**src/design/expander_pkg.sv**
```systemverilog
// Constants and types shared by the I/O expander register and alert logic.
package expander_pkg;

  // ==========================================================================
  // Timing
  // ==========================================================================
  localparam int CLK_PERIOD_NS  = 50;
  localparam int SLOW_DETECT_MS = 32;
  localparam int FAST_DETECT_US = 200;
  localparam int SLOW_CYC = SLOW_DETECT_MS * 1000000 / CLK_PERIOD_NS;
  localparam int FAST_CYC = FAST_DETECT_US * 1000 / CLK_PERIOD_NS;
  // Synchroniser and compare latency taken off each sample period.
  localparam int SAMPLE_MARGIN = 3;
  // Cycles that SCL is held low while a byte is moved.
  localparam int PROC_CYC = 6;

  // ==========================================================================
  // Bus addressing and byte framing
  // ==========================================================================
  localparam logic [3:0] DEV_ADDR_HI = 4'h4;
  localparam logic [3:0] BIT_ACK     = 4'h8;
  localparam logic [3:0] BIT_DONE    = 4'h9;

  // ==========================================================================
  // Register map: command byte bits 7:1 pick the pair, bit 0 the byte
  // ==========================================================================
  localparam logic [6:0] PAIR_PORT = 7'h00;
  localparam logic [6:0] PAIR_LAT  = 7'h01;
  localparam logic [6:0] PAIR_POL  = 7'h02;
  localparam logic [6:0] PAIR_DIR  = 7'h03;
  localparam logic [6:0] PAIR_CAP  = 7'h04;
  localparam logic [6:0] PAIR_CTRL = 7'h05;
  localparam logic [7:0] REG_PORT_LO    = 8'h00;
  localparam logic [7:0] REG_LAT_HI     = 8'h03;
  localparam logic [7:0] REG_CTRL_ALIAS = 8'h0B;
  localparam int         ARS_BIT        = 0;

  localparam logic [15:0] LAT_RESET = 16'h0000;
  localparam logic [15:0] POL_RESET = 16'h0000;
  localparam logic [15:0] DIR_RESET = 16'hFFFF;
  localparam logic [7:0]  CMD_RESET = 8'h00;

  typedef enum logic [2:0] {
    ST_IDLE = 3'b000,
    ST_ADDR = 3'b001,
    ST_CMD  = 3'b010,
    ST_WR   = 3'b011,
    ST_RD   = 3'b100,
    ST_SKIP = 3'b101
  } i2c_state_t;

  typedef struct packed {
    logic scl;
    logic sda;
  } bus_lines_t;

endpackage

```
**src/design/expander_core.sv**
```systemverilog
// Two-wire slave, register pairs and change alert of a 16-bit I/O expander.
`timescale 1ns/1ps

module expander_core #(
  parameter int SLOW_CYCLES = expander_pkg::SLOW_CYC,
  parameter int FAST_CYCLES = expander_pkg::FAST_CYC,
  parameter int DIV_W       = 20
) (
  input  wire logic        clock,
  input  wire logic        rst_n,
  input  wire logic        clk_en,
  input  wire logic [2:0]  addr_pins,
  input  wire logic        scl_in,
  output      logic        scl_out,
  output      logic        scl_oe,
  input  wire logic        sda_in,
  output      logic        sda_out,
  output      logic        sda_oe,
  input  wire logic [15:0] port_in,
  output      logic [15:0] port_out,
  output      logic [15:0] port_oe,
  output      logic        alert_n_out,
  output      logic        alert_oe
);

  localparam logic [DIV_W-1:0] SLOW_LIM =
    DIV_W'(SLOW_CYCLES - expander_pkg::SAMPLE_MARGIN - 1);
  localparam logic [DIV_W-1:0] FAST_LIM =
    DIV_W'(FAST_CYCLES - expander_pkg::SAMPLE_MARGIN - 1);
  localparam logic [2:0] HOLD_LOAD = 3'(expander_pkg::PROC_CYC - 1);

  // ==========================================================================
  // Input synchronisers
  // ==========================================================================
  expander_pkg::bus_lines_t ln_m1_r, ln_s_r, ln_d_r;
  logic [15:0]              pin_m1_r, pin_s_r;
  logic [2:0]               adr_m1_r, adr_s_r;
  logic                     scl_rise, scl_fall, start_c, stop_c;

  always_ff @(posedge clock) begin
    if (!rst_n) begin
      ln_m1_r  <= '1;
      ln_s_r   <= '1;
      ln_d_r   <= '1;
      pin_m1_r <= '0;
      pin_s_r  <= '0;
      adr_m1_r <= '0;
      adr_s_r  <= '0;
    end else if (clk_en) begin
      ln_m1_r  <= {scl_in, sda_in};
      ln_s_r   <= ln_m1_r;
      ln_d_r   <= ln_s_r;
      pin_m1_r <= port_in;
      pin_s_r  <= pin_m1_r;
      adr_m1_r <= addr_pins;
      adr_s_r  <= adr_m1_r;
    end
  end

  assign scl_rise = ln_s_r.scl & ~ln_d_r.scl;
  assign scl_fall = ~ln_s_r.scl & ln_d_r.scl;
  assign start_c  = ln_s_r.scl & ln_d_r.scl & ~ln_s_r.sda & ln_d_r.sda;
  assign stop_c   = ln_s_r.scl & ln_d_r.scl & ln_s_r.sda & ~ln_d_r.sda;

  // ==========================================================================
  // Port sampler
  // ==========================================================================
  // Sampling only at the tick keeps the scan rate, and so the power, low.
  logic [DIV_W-1:0] div_r, div_nxt, lim;
  logic [15:0]      samp_r, samp_nxt;
  logic             armed_r, armed_nxt, tick;
  logic             ars_r;
  logic [15:0]      pol_r, dir_r;

  always_comb begin
    lim       = ars_r ? FAST_LIM : SLOW_LIM;
    tick      = (div_r >= lim);
    div_nxt   = tick ? '0 : div_r + 1'b1;
    samp_nxt  = tick ? (pin_s_r ^ pol_r) : samp_r;
    armed_nxt = armed_r | tick;
  end

  always_ff @(posedge clock) begin
    if (!rst_n) begin
      div_r   <= '0;
      samp_r  <= '0;
      armed_r <= 1'b0;
    end else if (clk_en) begin
      div_r   <= div_nxt;
      samp_r  <= samp_nxt;
      armed_r <= armed_nxt;
    end
  end

  // ==========================================================================
  // Bus slave and register file
  // ==========================================================================
  expander_pkg::i2c_state_t st_r, st_nxt;
  logic [3:0]  cnt_r, cnt_nxt;
  logic [7:0]  sh_r, sh_nxt, tx_r, tx_nxt, cmd_r, cmd_nxt, ptr_r, ptr_nxt;
  logic [7:0]  sel, rd_byte, ctrl_byte;
  logic [15:0] pair, lat_r, lat_nxt, pol_nxt, dir_nxt;
  logic [2:0]  hcnt_r, hcnt_nxt;
  logic        hold_r, hold_nxt, mack_r, mack_nxt, rw_r, rw_nxt;
  logic        oe_r, oe_nxt, ars_nxt, wr_en, fetch;
  logic [1:0]  clr;
  logic [1:0][7:0] cap_r;

  always_comb begin
    sel       = (st_r == expander_pkg::ST_ADDR) ? cmd_r : ptr_r;
    ctrl_byte = 8'h00;
    ctrl_byte[expander_pkg::ARS_BIT] = ars_r;
    case (sel[7:1])
      expander_pkg::PAIR_PORT: pair = pin_s_r ^ pol_r;
      expander_pkg::PAIR_LAT:  pair = lat_r;
      expander_pkg::PAIR_POL:  pair = pol_r;
      expander_pkg::PAIR_DIR:  pair = dir_r;
      expander_pkg::PAIR_CAP:  pair = {cap_r[1], cap_r[0]};
      expander_pkg::PAIR_CTRL: pair = {ctrl_byte, ctrl_byte};
      default:                 pair = '0;
    endcase
    rd_byte = sel[0] ? pair[15:8] : pair[7:0];

    st_nxt   = st_r;
    cnt_nxt  = cnt_r;
    sh_nxt   = sh_r;
    tx_nxt   = tx_r;
    cmd_nxt  = cmd_r;
    ptr_nxt  = ptr_r;
    hold_nxt = hold_r;
    hcnt_nxt = hcnt_r;
    mack_nxt = mack_r;
    rw_nxt   = rw_r;
    oe_nxt   = oe_r;
    lat_nxt  = lat_r;
    pol_nxt  = pol_r;
    dir_nxt  = dir_r;
    ars_nxt  = ars_r;
    wr_en    = 1'b0;
    fetch    = 1'b0;

    if (start_c) begin
      st_nxt  = expander_pkg::ST_ADDR;
      cnt_nxt = '0;
      oe_nxt  = 1'b0;
    end else if (stop_c) begin
      st_nxt  = expander_pkg::ST_IDLE;
      oe_nxt  = 1'b0;
    end else if (hold_r) begin
      hcnt_nxt = hcnt_r - 3'h1;
      hold_nxt = (hcnt_r != 3'h0);
    end else if (scl_rise && st_r != expander_pkg::ST_IDLE) begin
      if (cnt_r == expander_pkg::BIT_ACK) begin
        mack_nxt = ln_s_r.sda;
        cnt_nxt  = expander_pkg::BIT_DONE;
      end else begin
        sh_nxt  = {sh_r[6:0], ln_s_r.sda};
        cnt_nxt = cnt_r + 4'h1;
      end
    end else if (scl_fall && st_r != expander_pkg::ST_IDLE) begin
      if (cnt_r == expander_pkg::BIT_ACK) begin
        case (st_r)
          expander_pkg::ST_ADDR: begin
            if (sh_r[7:1] == {expander_pkg::DEV_ADDR_HI, adr_s_r}) begin
              oe_nxt = 1'b1;
              rw_nxt = sh_r[0];
            end else begin
              st_nxt = expander_pkg::ST_SKIP;
            end
          end
          expander_pkg::ST_CMD, expander_pkg::ST_WR: oe_nxt = 1'b1;
          default: oe_nxt = 1'b0;
        endcase
      end else if (cnt_r == expander_pkg::BIT_DONE) begin
        cnt_nxt = '0;
        oe_nxt  = 1'b0;
        case (st_r)
          expander_pkg::ST_ADDR: begin
            if (rw_r) begin
              st_nxt = expander_pkg::ST_RD;
              fetch  = 1'b1;
            end else begin
              st_nxt = expander_pkg::ST_CMD;
            end
          end
          expander_pkg::ST_CMD: begin
            cmd_nxt = sh_r;
            ptr_nxt = sh_r;
            st_nxt  = expander_pkg::ST_WR;
          end
          expander_pkg::ST_WR: wr_en = 1'b1;
          expander_pkg::ST_RD: begin
            if (!mack_r) begin
              fetch = 1'b1;
            end else begin
              st_nxt = expander_pkg::ST_SKIP;
            end
          end
          default: st_nxt = st_r;
        endcase
      end else if (st_r == expander_pkg::ST_RD && cnt_r != 4'h0) begin
        tx_nxt = {tx_r[6:0], 1'b0};
        oe_nxt = ~tx_r[6];
      end
    end

    if (fetch) begin
      tx_nxt = rd_byte;
      oe_nxt = ~rd_byte[7];
    end
    if (wr_en) begin
      case (sel[7:1])
        expander_pkg::PAIR_PORT, expander_pkg::PAIR_LAT: begin
          if (sel[0]) lat_nxt[15:8] = sh_r;
          else lat_nxt[7:0] = sh_r;
        end
        expander_pkg::PAIR_POL: begin
          if (sel[0]) pol_nxt[15:8] = sh_r;
          else pol_nxt[7:0] = sh_r;
        end
        expander_pkg::PAIR_DIR: begin
          if (sel[0]) dir_nxt[15:8] = sh_r;
          else dir_nxt[7:0] = sh_r;
        end
        expander_pkg::PAIR_CTRL: ars_nxt = sh_r[expander_pkg::ARS_BIT];
        default: ars_nxt = ars_r;
      endcase
    end
    if (fetch || wr_en) begin
      ptr_nxt  = {sel[7:1], ~sel[0]};
      hold_nxt = 1'b1;
      hcnt_nxt = HOLD_LOAD;
    end
    for (int g = 0; g < 2; g++) begin
      clr[g] = fetch && (sel[0] == 1'(g)) &&
               (sel[7:1] == expander_pkg::PAIR_PORT ||
                sel[7:1] == expander_pkg::PAIR_CAP);
    end
  end

  always_ff @(posedge clock) begin
    if (!rst_n) begin
      st_r   <= expander_pkg::ST_IDLE;
      cnt_r  <= '0;
      sh_r   <= '0;
      tx_r   <= '0;
      cmd_r  <= expander_pkg::CMD_RESET;
      ptr_r  <= expander_pkg::CMD_RESET;
      hold_r <= 1'b0;
      hcnt_r <= '0;
      mack_r <= 1'b1;
      rw_r   <= 1'b0;
      oe_r   <= 1'b0;
      lat_r  <= expander_pkg::LAT_RESET;
      pol_r  <= expander_pkg::POL_RESET;
      dir_r  <= expander_pkg::DIR_RESET;
      ars_r  <= 1'b0;
    end else if (clk_en) begin
      st_r   <= st_nxt;
      cnt_r  <= cnt_nxt;
      sh_r   <= sh_nxt;
      tx_r   <= tx_nxt;
      cmd_r  <= cmd_nxt;
      ptr_r  <= ptr_nxt;
      hold_r <= hold_nxt;
      hcnt_r <= hcnt_nxt;
      mack_r <= mack_nxt;
      rw_r   <= rw_nxt;
      oe_r   <= oe_nxt;
      lat_r  <= lat_nxt;
      pol_r  <= pol_nxt;
      dir_r  <= dir_nxt;
      ars_r  <= ars_nxt;
    end
  end

  // ==========================================================================
  // Change detection and capture, one lane per 8-bit port
  // ==========================================================================
  logic [1:0][7:0] ref_r, ref_nxt, cap_nxt;
  logic [1:0]      int_r, int_nxt, pend;

  always_comb begin
    for (int g = 0; g < 2; g++) begin
      pend[g]    = |((samp_r[g*8 +: 8] ^ ref_r[g]) & dir_r[g*8 +: 8]);
      ref_nxt[g] = ref_r[g];
      cap_nxt[g] = cap_r[g];
      int_nxt[g] = pend[g];
      // A change first seen in the cycle of a clearing read wins over it,
      // otherwise the reference would swallow the change unflagged.
      if (!armed_r) begin
        ref_nxt[g] = samp_nxt[g*8 +: 8];
        int_nxt[g] = 1'b0;
      end else if (pend[g] && !int_r[g]) begin
        cap_nxt[g] = samp_r[g*8 +: 8];
      end else if (clr[g]) begin
        ref_nxt[g] = samp_r[g*8 +: 8];
        int_nxt[g] = 1'b0;
      end
    end
  end

  always_ff @(posedge clock) begin
    if (!rst_n) begin
      ref_r <= '0;
      cap_r <= '0;
      int_r <= '0;
    end else if (clk_en) begin
      ref_r <= ref_nxt;
      cap_r <= cap_nxt;
      int_r <= int_nxt;
    end
  end

  // ==========================================================================
  // Pin drivers
  // ==========================================================================
  assign scl_out     = 1'b0;
  assign scl_oe      = hold_r;
  assign sda_out     = 1'b0;
  assign sda_oe      = oe_r;
  assign port_out    = lat_r;
  assign port_oe     = ~dir_r;
  assign alert_n_out = 1'b0;
  assign alert_oe    = |int_r;

endmodule

```
**config.mk**
```make
export PLATFORM = sky130hd
export DESIGN_NAME = expander_core
export DESIGN_NICKNAME = d
export VERILOG_FILES = /design/src/design/expander_pkg.sv /design/src/design/expander_core.sv
export SDC_FILE = /design/constraint.sdc
export NUM_CORES = 1
export LEC_CHECK = 0
export ABC_AREA = 0
export BUFFER_PORTS_ARGS = -buffer_cell sky130_fd_sc_hd__buf_2
export CORE_AREA = 4 4 206 208
export DETAILED_ROUTE_END_ITERATION = 12
export DIE_AREA = 0 0 210 212
export SYNTH_ARGS = -nofsm -noshare
export SYNTH_HDL_FRONTEND = slang
export SYNTH_SLANG_ARGS = --single-unit
```
**constraint.sdc**
```tcl
create_clock -name clock -period 2.75 [get_ports clock]
set_input_delay 0.825 -clock clock [delete_from_list [all_inputs] [get_ports clock]]
set_output_delay 0.825 -clock clock [all_outputs]
set_load 0.005 [all_outputs]
```
==> flow_summary.ini <==
[logic_synthesis]
synth_cell_types = 81
synth_cells = 1188
synth_edf_count = 0
yosys_register_bits = 209
synth_flop_cell = dfxtp_1
async_flop_share_pct = 0
syn-cell-area_um2 = 10490
seq_area_frac_synth_pct = 39.88
avgSynthCellArea_um2 = 8.831
yosysWarningCount = 0

[power]
power_frac_seq_pct = 46.6
vdd_drop_max_v = 0.0004496
p_sw_share_pct = 23.73
finalPower_w = 0.006639
p_clk_share_pct = 49.4
power.switching_w = 0.001575
power.leakage_nw = 5.171
internal-power_w = 0.005063
powerDensity_nw_per_um2 = 531.9
p_comb_share_pct = 4.0

[die]
coreArea_um2 = 40550
die-height_um = 212
die_area_um2 = 44520
start_util_pct = 25.87
rows = 74
die_x_um = 210
io_pins = 62

[global_route]
grt_pass1_wl_mm = 48.37
grt_max_degree = 64
antenna_found_initial = 0
grt_overflow = 0
grt_use_total_pct = 13.45
grt_pass1_vias = 8499

[worst_setup_path]
path_class = reg -> reg
arrival_ns = 3.10
start_kind = register
cp.required_ns = 3.16
crit_path_end_kind = register
cp_max_fo = 12

[place]
dpl.hpwl_mm = 22.94
gp_congestion = 0.8905
place.port_buffers = 58

[min_path]
hold_class = reg -> reg

[sta]
setup-tns-final_ns = 0
final-hold-violation-count = 0
setup_viol = 0
period_minus_slack_ns = 2.691
worstMarginPinSlew_ns = 0.6799
fin_worst_skew_ns = 0.01947
slew_headroom_pct = 54.37
fin_crit_sh_pct = 97.85
max_freq_ghz = 0.3716
rsz0062_at_grt = false
slew_viol_final = 0

[cts]
clockBufferDepth = 3
hold_buffers = 0
path_clk_slew_ns = 0.06
cts_tree = done
cts-root-buf = clkbuf_16
clock_latency_ns = 0.54
numCtsBuffers = 25
cts_sinks = 209
htree_levels = 1

[routing]
wl_mm = 30.99
dr_total_vias = 8911
wl_per_cell_um = 17.10
drt.antenna.violating_nets = 0
drc = 0
via_per_inst = 4.918
first_iter_violations = 687
drt_first_pass_iters = 5

[final_layout]
fillers = 4266
mostFrequentLayoutCell = dfxtp_1
layout_common_cells = dfxtp_1, nor2_1, mux2i_1, nand2_1, buf_4
finalNetCount = 1300
fin_util_pct = 30.78
antennaDiodeCount = 0
drive_gt1_share_pct = 16.25
area_growth_pct = 18.96

[status]
status = finished, final reports clean

[job]
cap_violations = 0
-- metrics by stage --
step | hold slack [ns] | setup slack, ns | cells | area [um2]
3_5_place_dp | 0.4631 | 0.08447 | 1766 | 11640
2_1_floorplan | 0.4350 | 0.3900 | 1190 | 10500
6_report | 0.4699 | 0.05924 | 1812 | 12480
5_1_grt | 0.4867 | 0.002225 | 1812 | 12480
4_1_cts | 0.4734 | 0.08026 | 1812 | 12460
3_3_place_gp | 0.4548 | 0.06109 | 1766 | 11640
-- critical path, cell delays in order (launching register included) --
cell and delay, ns:
dfxtp_1 0.41, or3b_1 0.63, nand2_1 0.14, nand2_1 0.35
buf_4 0.33, a2111oi_1 0.45, buf_4 0.20, o31ai_1 0.06
-- area by class of cell --
type | count | area [um2] | share of cell area (%)
inverters | 45 | 171.4 | 1.373
multi-input cells | 856 | 5801 | 46.48
well taps | 532 | 665.6 | 5.333
repair buffers | 124 | 838.3 | 6.717
flip-flops and latches | 209 | 4184 | 33.52
clock inverters | 13 | 125.1 | 1.003
clock buffers | 33 | 695.7 | 5.574
-- kinds of logic after synthesis --
family / synth area share, %
xor+xnor: 4.675
compound gates: 15.10
simple gates: 19.50
mux: 13.83
other cells: 0.03574
buf+inv: 5.188
fa+ha+maj: 1.789
flops: 39.88
-- synth_stat cells, types with 4 or more instances --
library cell	n	area share, %
a2111oi_0	6	0.50
or4_1	6	0.43
nand4_1	11	0.66
o31ai_1	6	0.43
nor4_2	5	0.60
mux2i_1	140	13
buf_4	10	0.72
o221a_2	5	0.54
nand3_1	16	0.76
ha_1	15	1.8
xor2_1	29	2.4
a211o_1	6	0.50
inv_1	45	1.6
dfxtp_1	209	40
a21oi_1	32	1.5
nand2_1	78	2.8
and3_1	9	0.54
nand3b_1	4	0.29
a22oi_1	9	0.64
and4_1	5	0.42
nor2b_1	5	0.30
o21a_1	10	0.72
or3_1	5	0.30
nor3_1	21	1.0
xnor2_1	27	2.3
o22ai_1	9	0.54
o221ai_1	15	1.3
o211ai_1	21	1.5
buf_1	7	0.25
o21ai_0	46	2.2
buf_2	11	0.52
o2111ai_1	7	0.58
and2_1	15	0.89
a31oi_1	5	0.30
a211oi_1	18	1.3
a21boi_0	6	0.43
clkbuf_1	48	1.7
nor2_1	188	6.7
nor4_1	4	0.24
nand2b_1	13	0.78
-- power by group through the flow --
stage | logic (W) | registers, W | clock network [W]
floorplan | 0.000187 | 0.00315 | 0
global placement | 0.000259 | 0.00316 | 0
detailed placement | 0.000263 | 0.00316 | 0
CTS | 0.000264 | 0.00309 | 0.00333
global route | 0.000291 | 0.00310 | 0.00346
finish | 0.000263 | 0.00309 | 0.00328
-- state kept, by name, indices dropped and copies added, names as in the netlist, 16 cells and up --
signal / count
dir_r: 16
ref_r: 16
pin_s_r: 16
samp_r: 16
pin_m1_r: 16
port_out: 16
div_r: 20
pol_r: 16
cap_r: 16
-- worst paths after layout --
kind | startpoint | to | slack (ns) | depth (start not counted)
setup / recovery | st_r[2] | tx_r[2] | 0.06 | 7
hold / removal | ref_r[5] | ref_r[5] | 0.47 | 2
setup reg to reg | st_r[2] | tx_r[2] | 0.06 | 7
hold reg to reg | ref_r[5] | ref_r[5] | 0.47 | 2
-- routing by layer --
| layer | track usage (%) | up-vias | part of all wire (%) |
|---|---|---|---|
| met3 | 1.549 | 56 | 4.0 |
| li1 | - | 4336 | - |
| met4 | 3.983 | 0 | 3.1 |
| met5 | 0 | - | 0 |
| met1 | 18.85 | 4294 | 47 |
| met2 | 21.94 | 225 | 46 |
-- what timing repair did --
action / 4_1_cts / 5_1_grt
setup buffers: 0 / 0
setup endpoints to repair: 0 / 7
hold endpoints to repair: 0 / 0
gates resized for setup: 0 / 7
No activity file was read; power rests on OpenSTA's default activity.
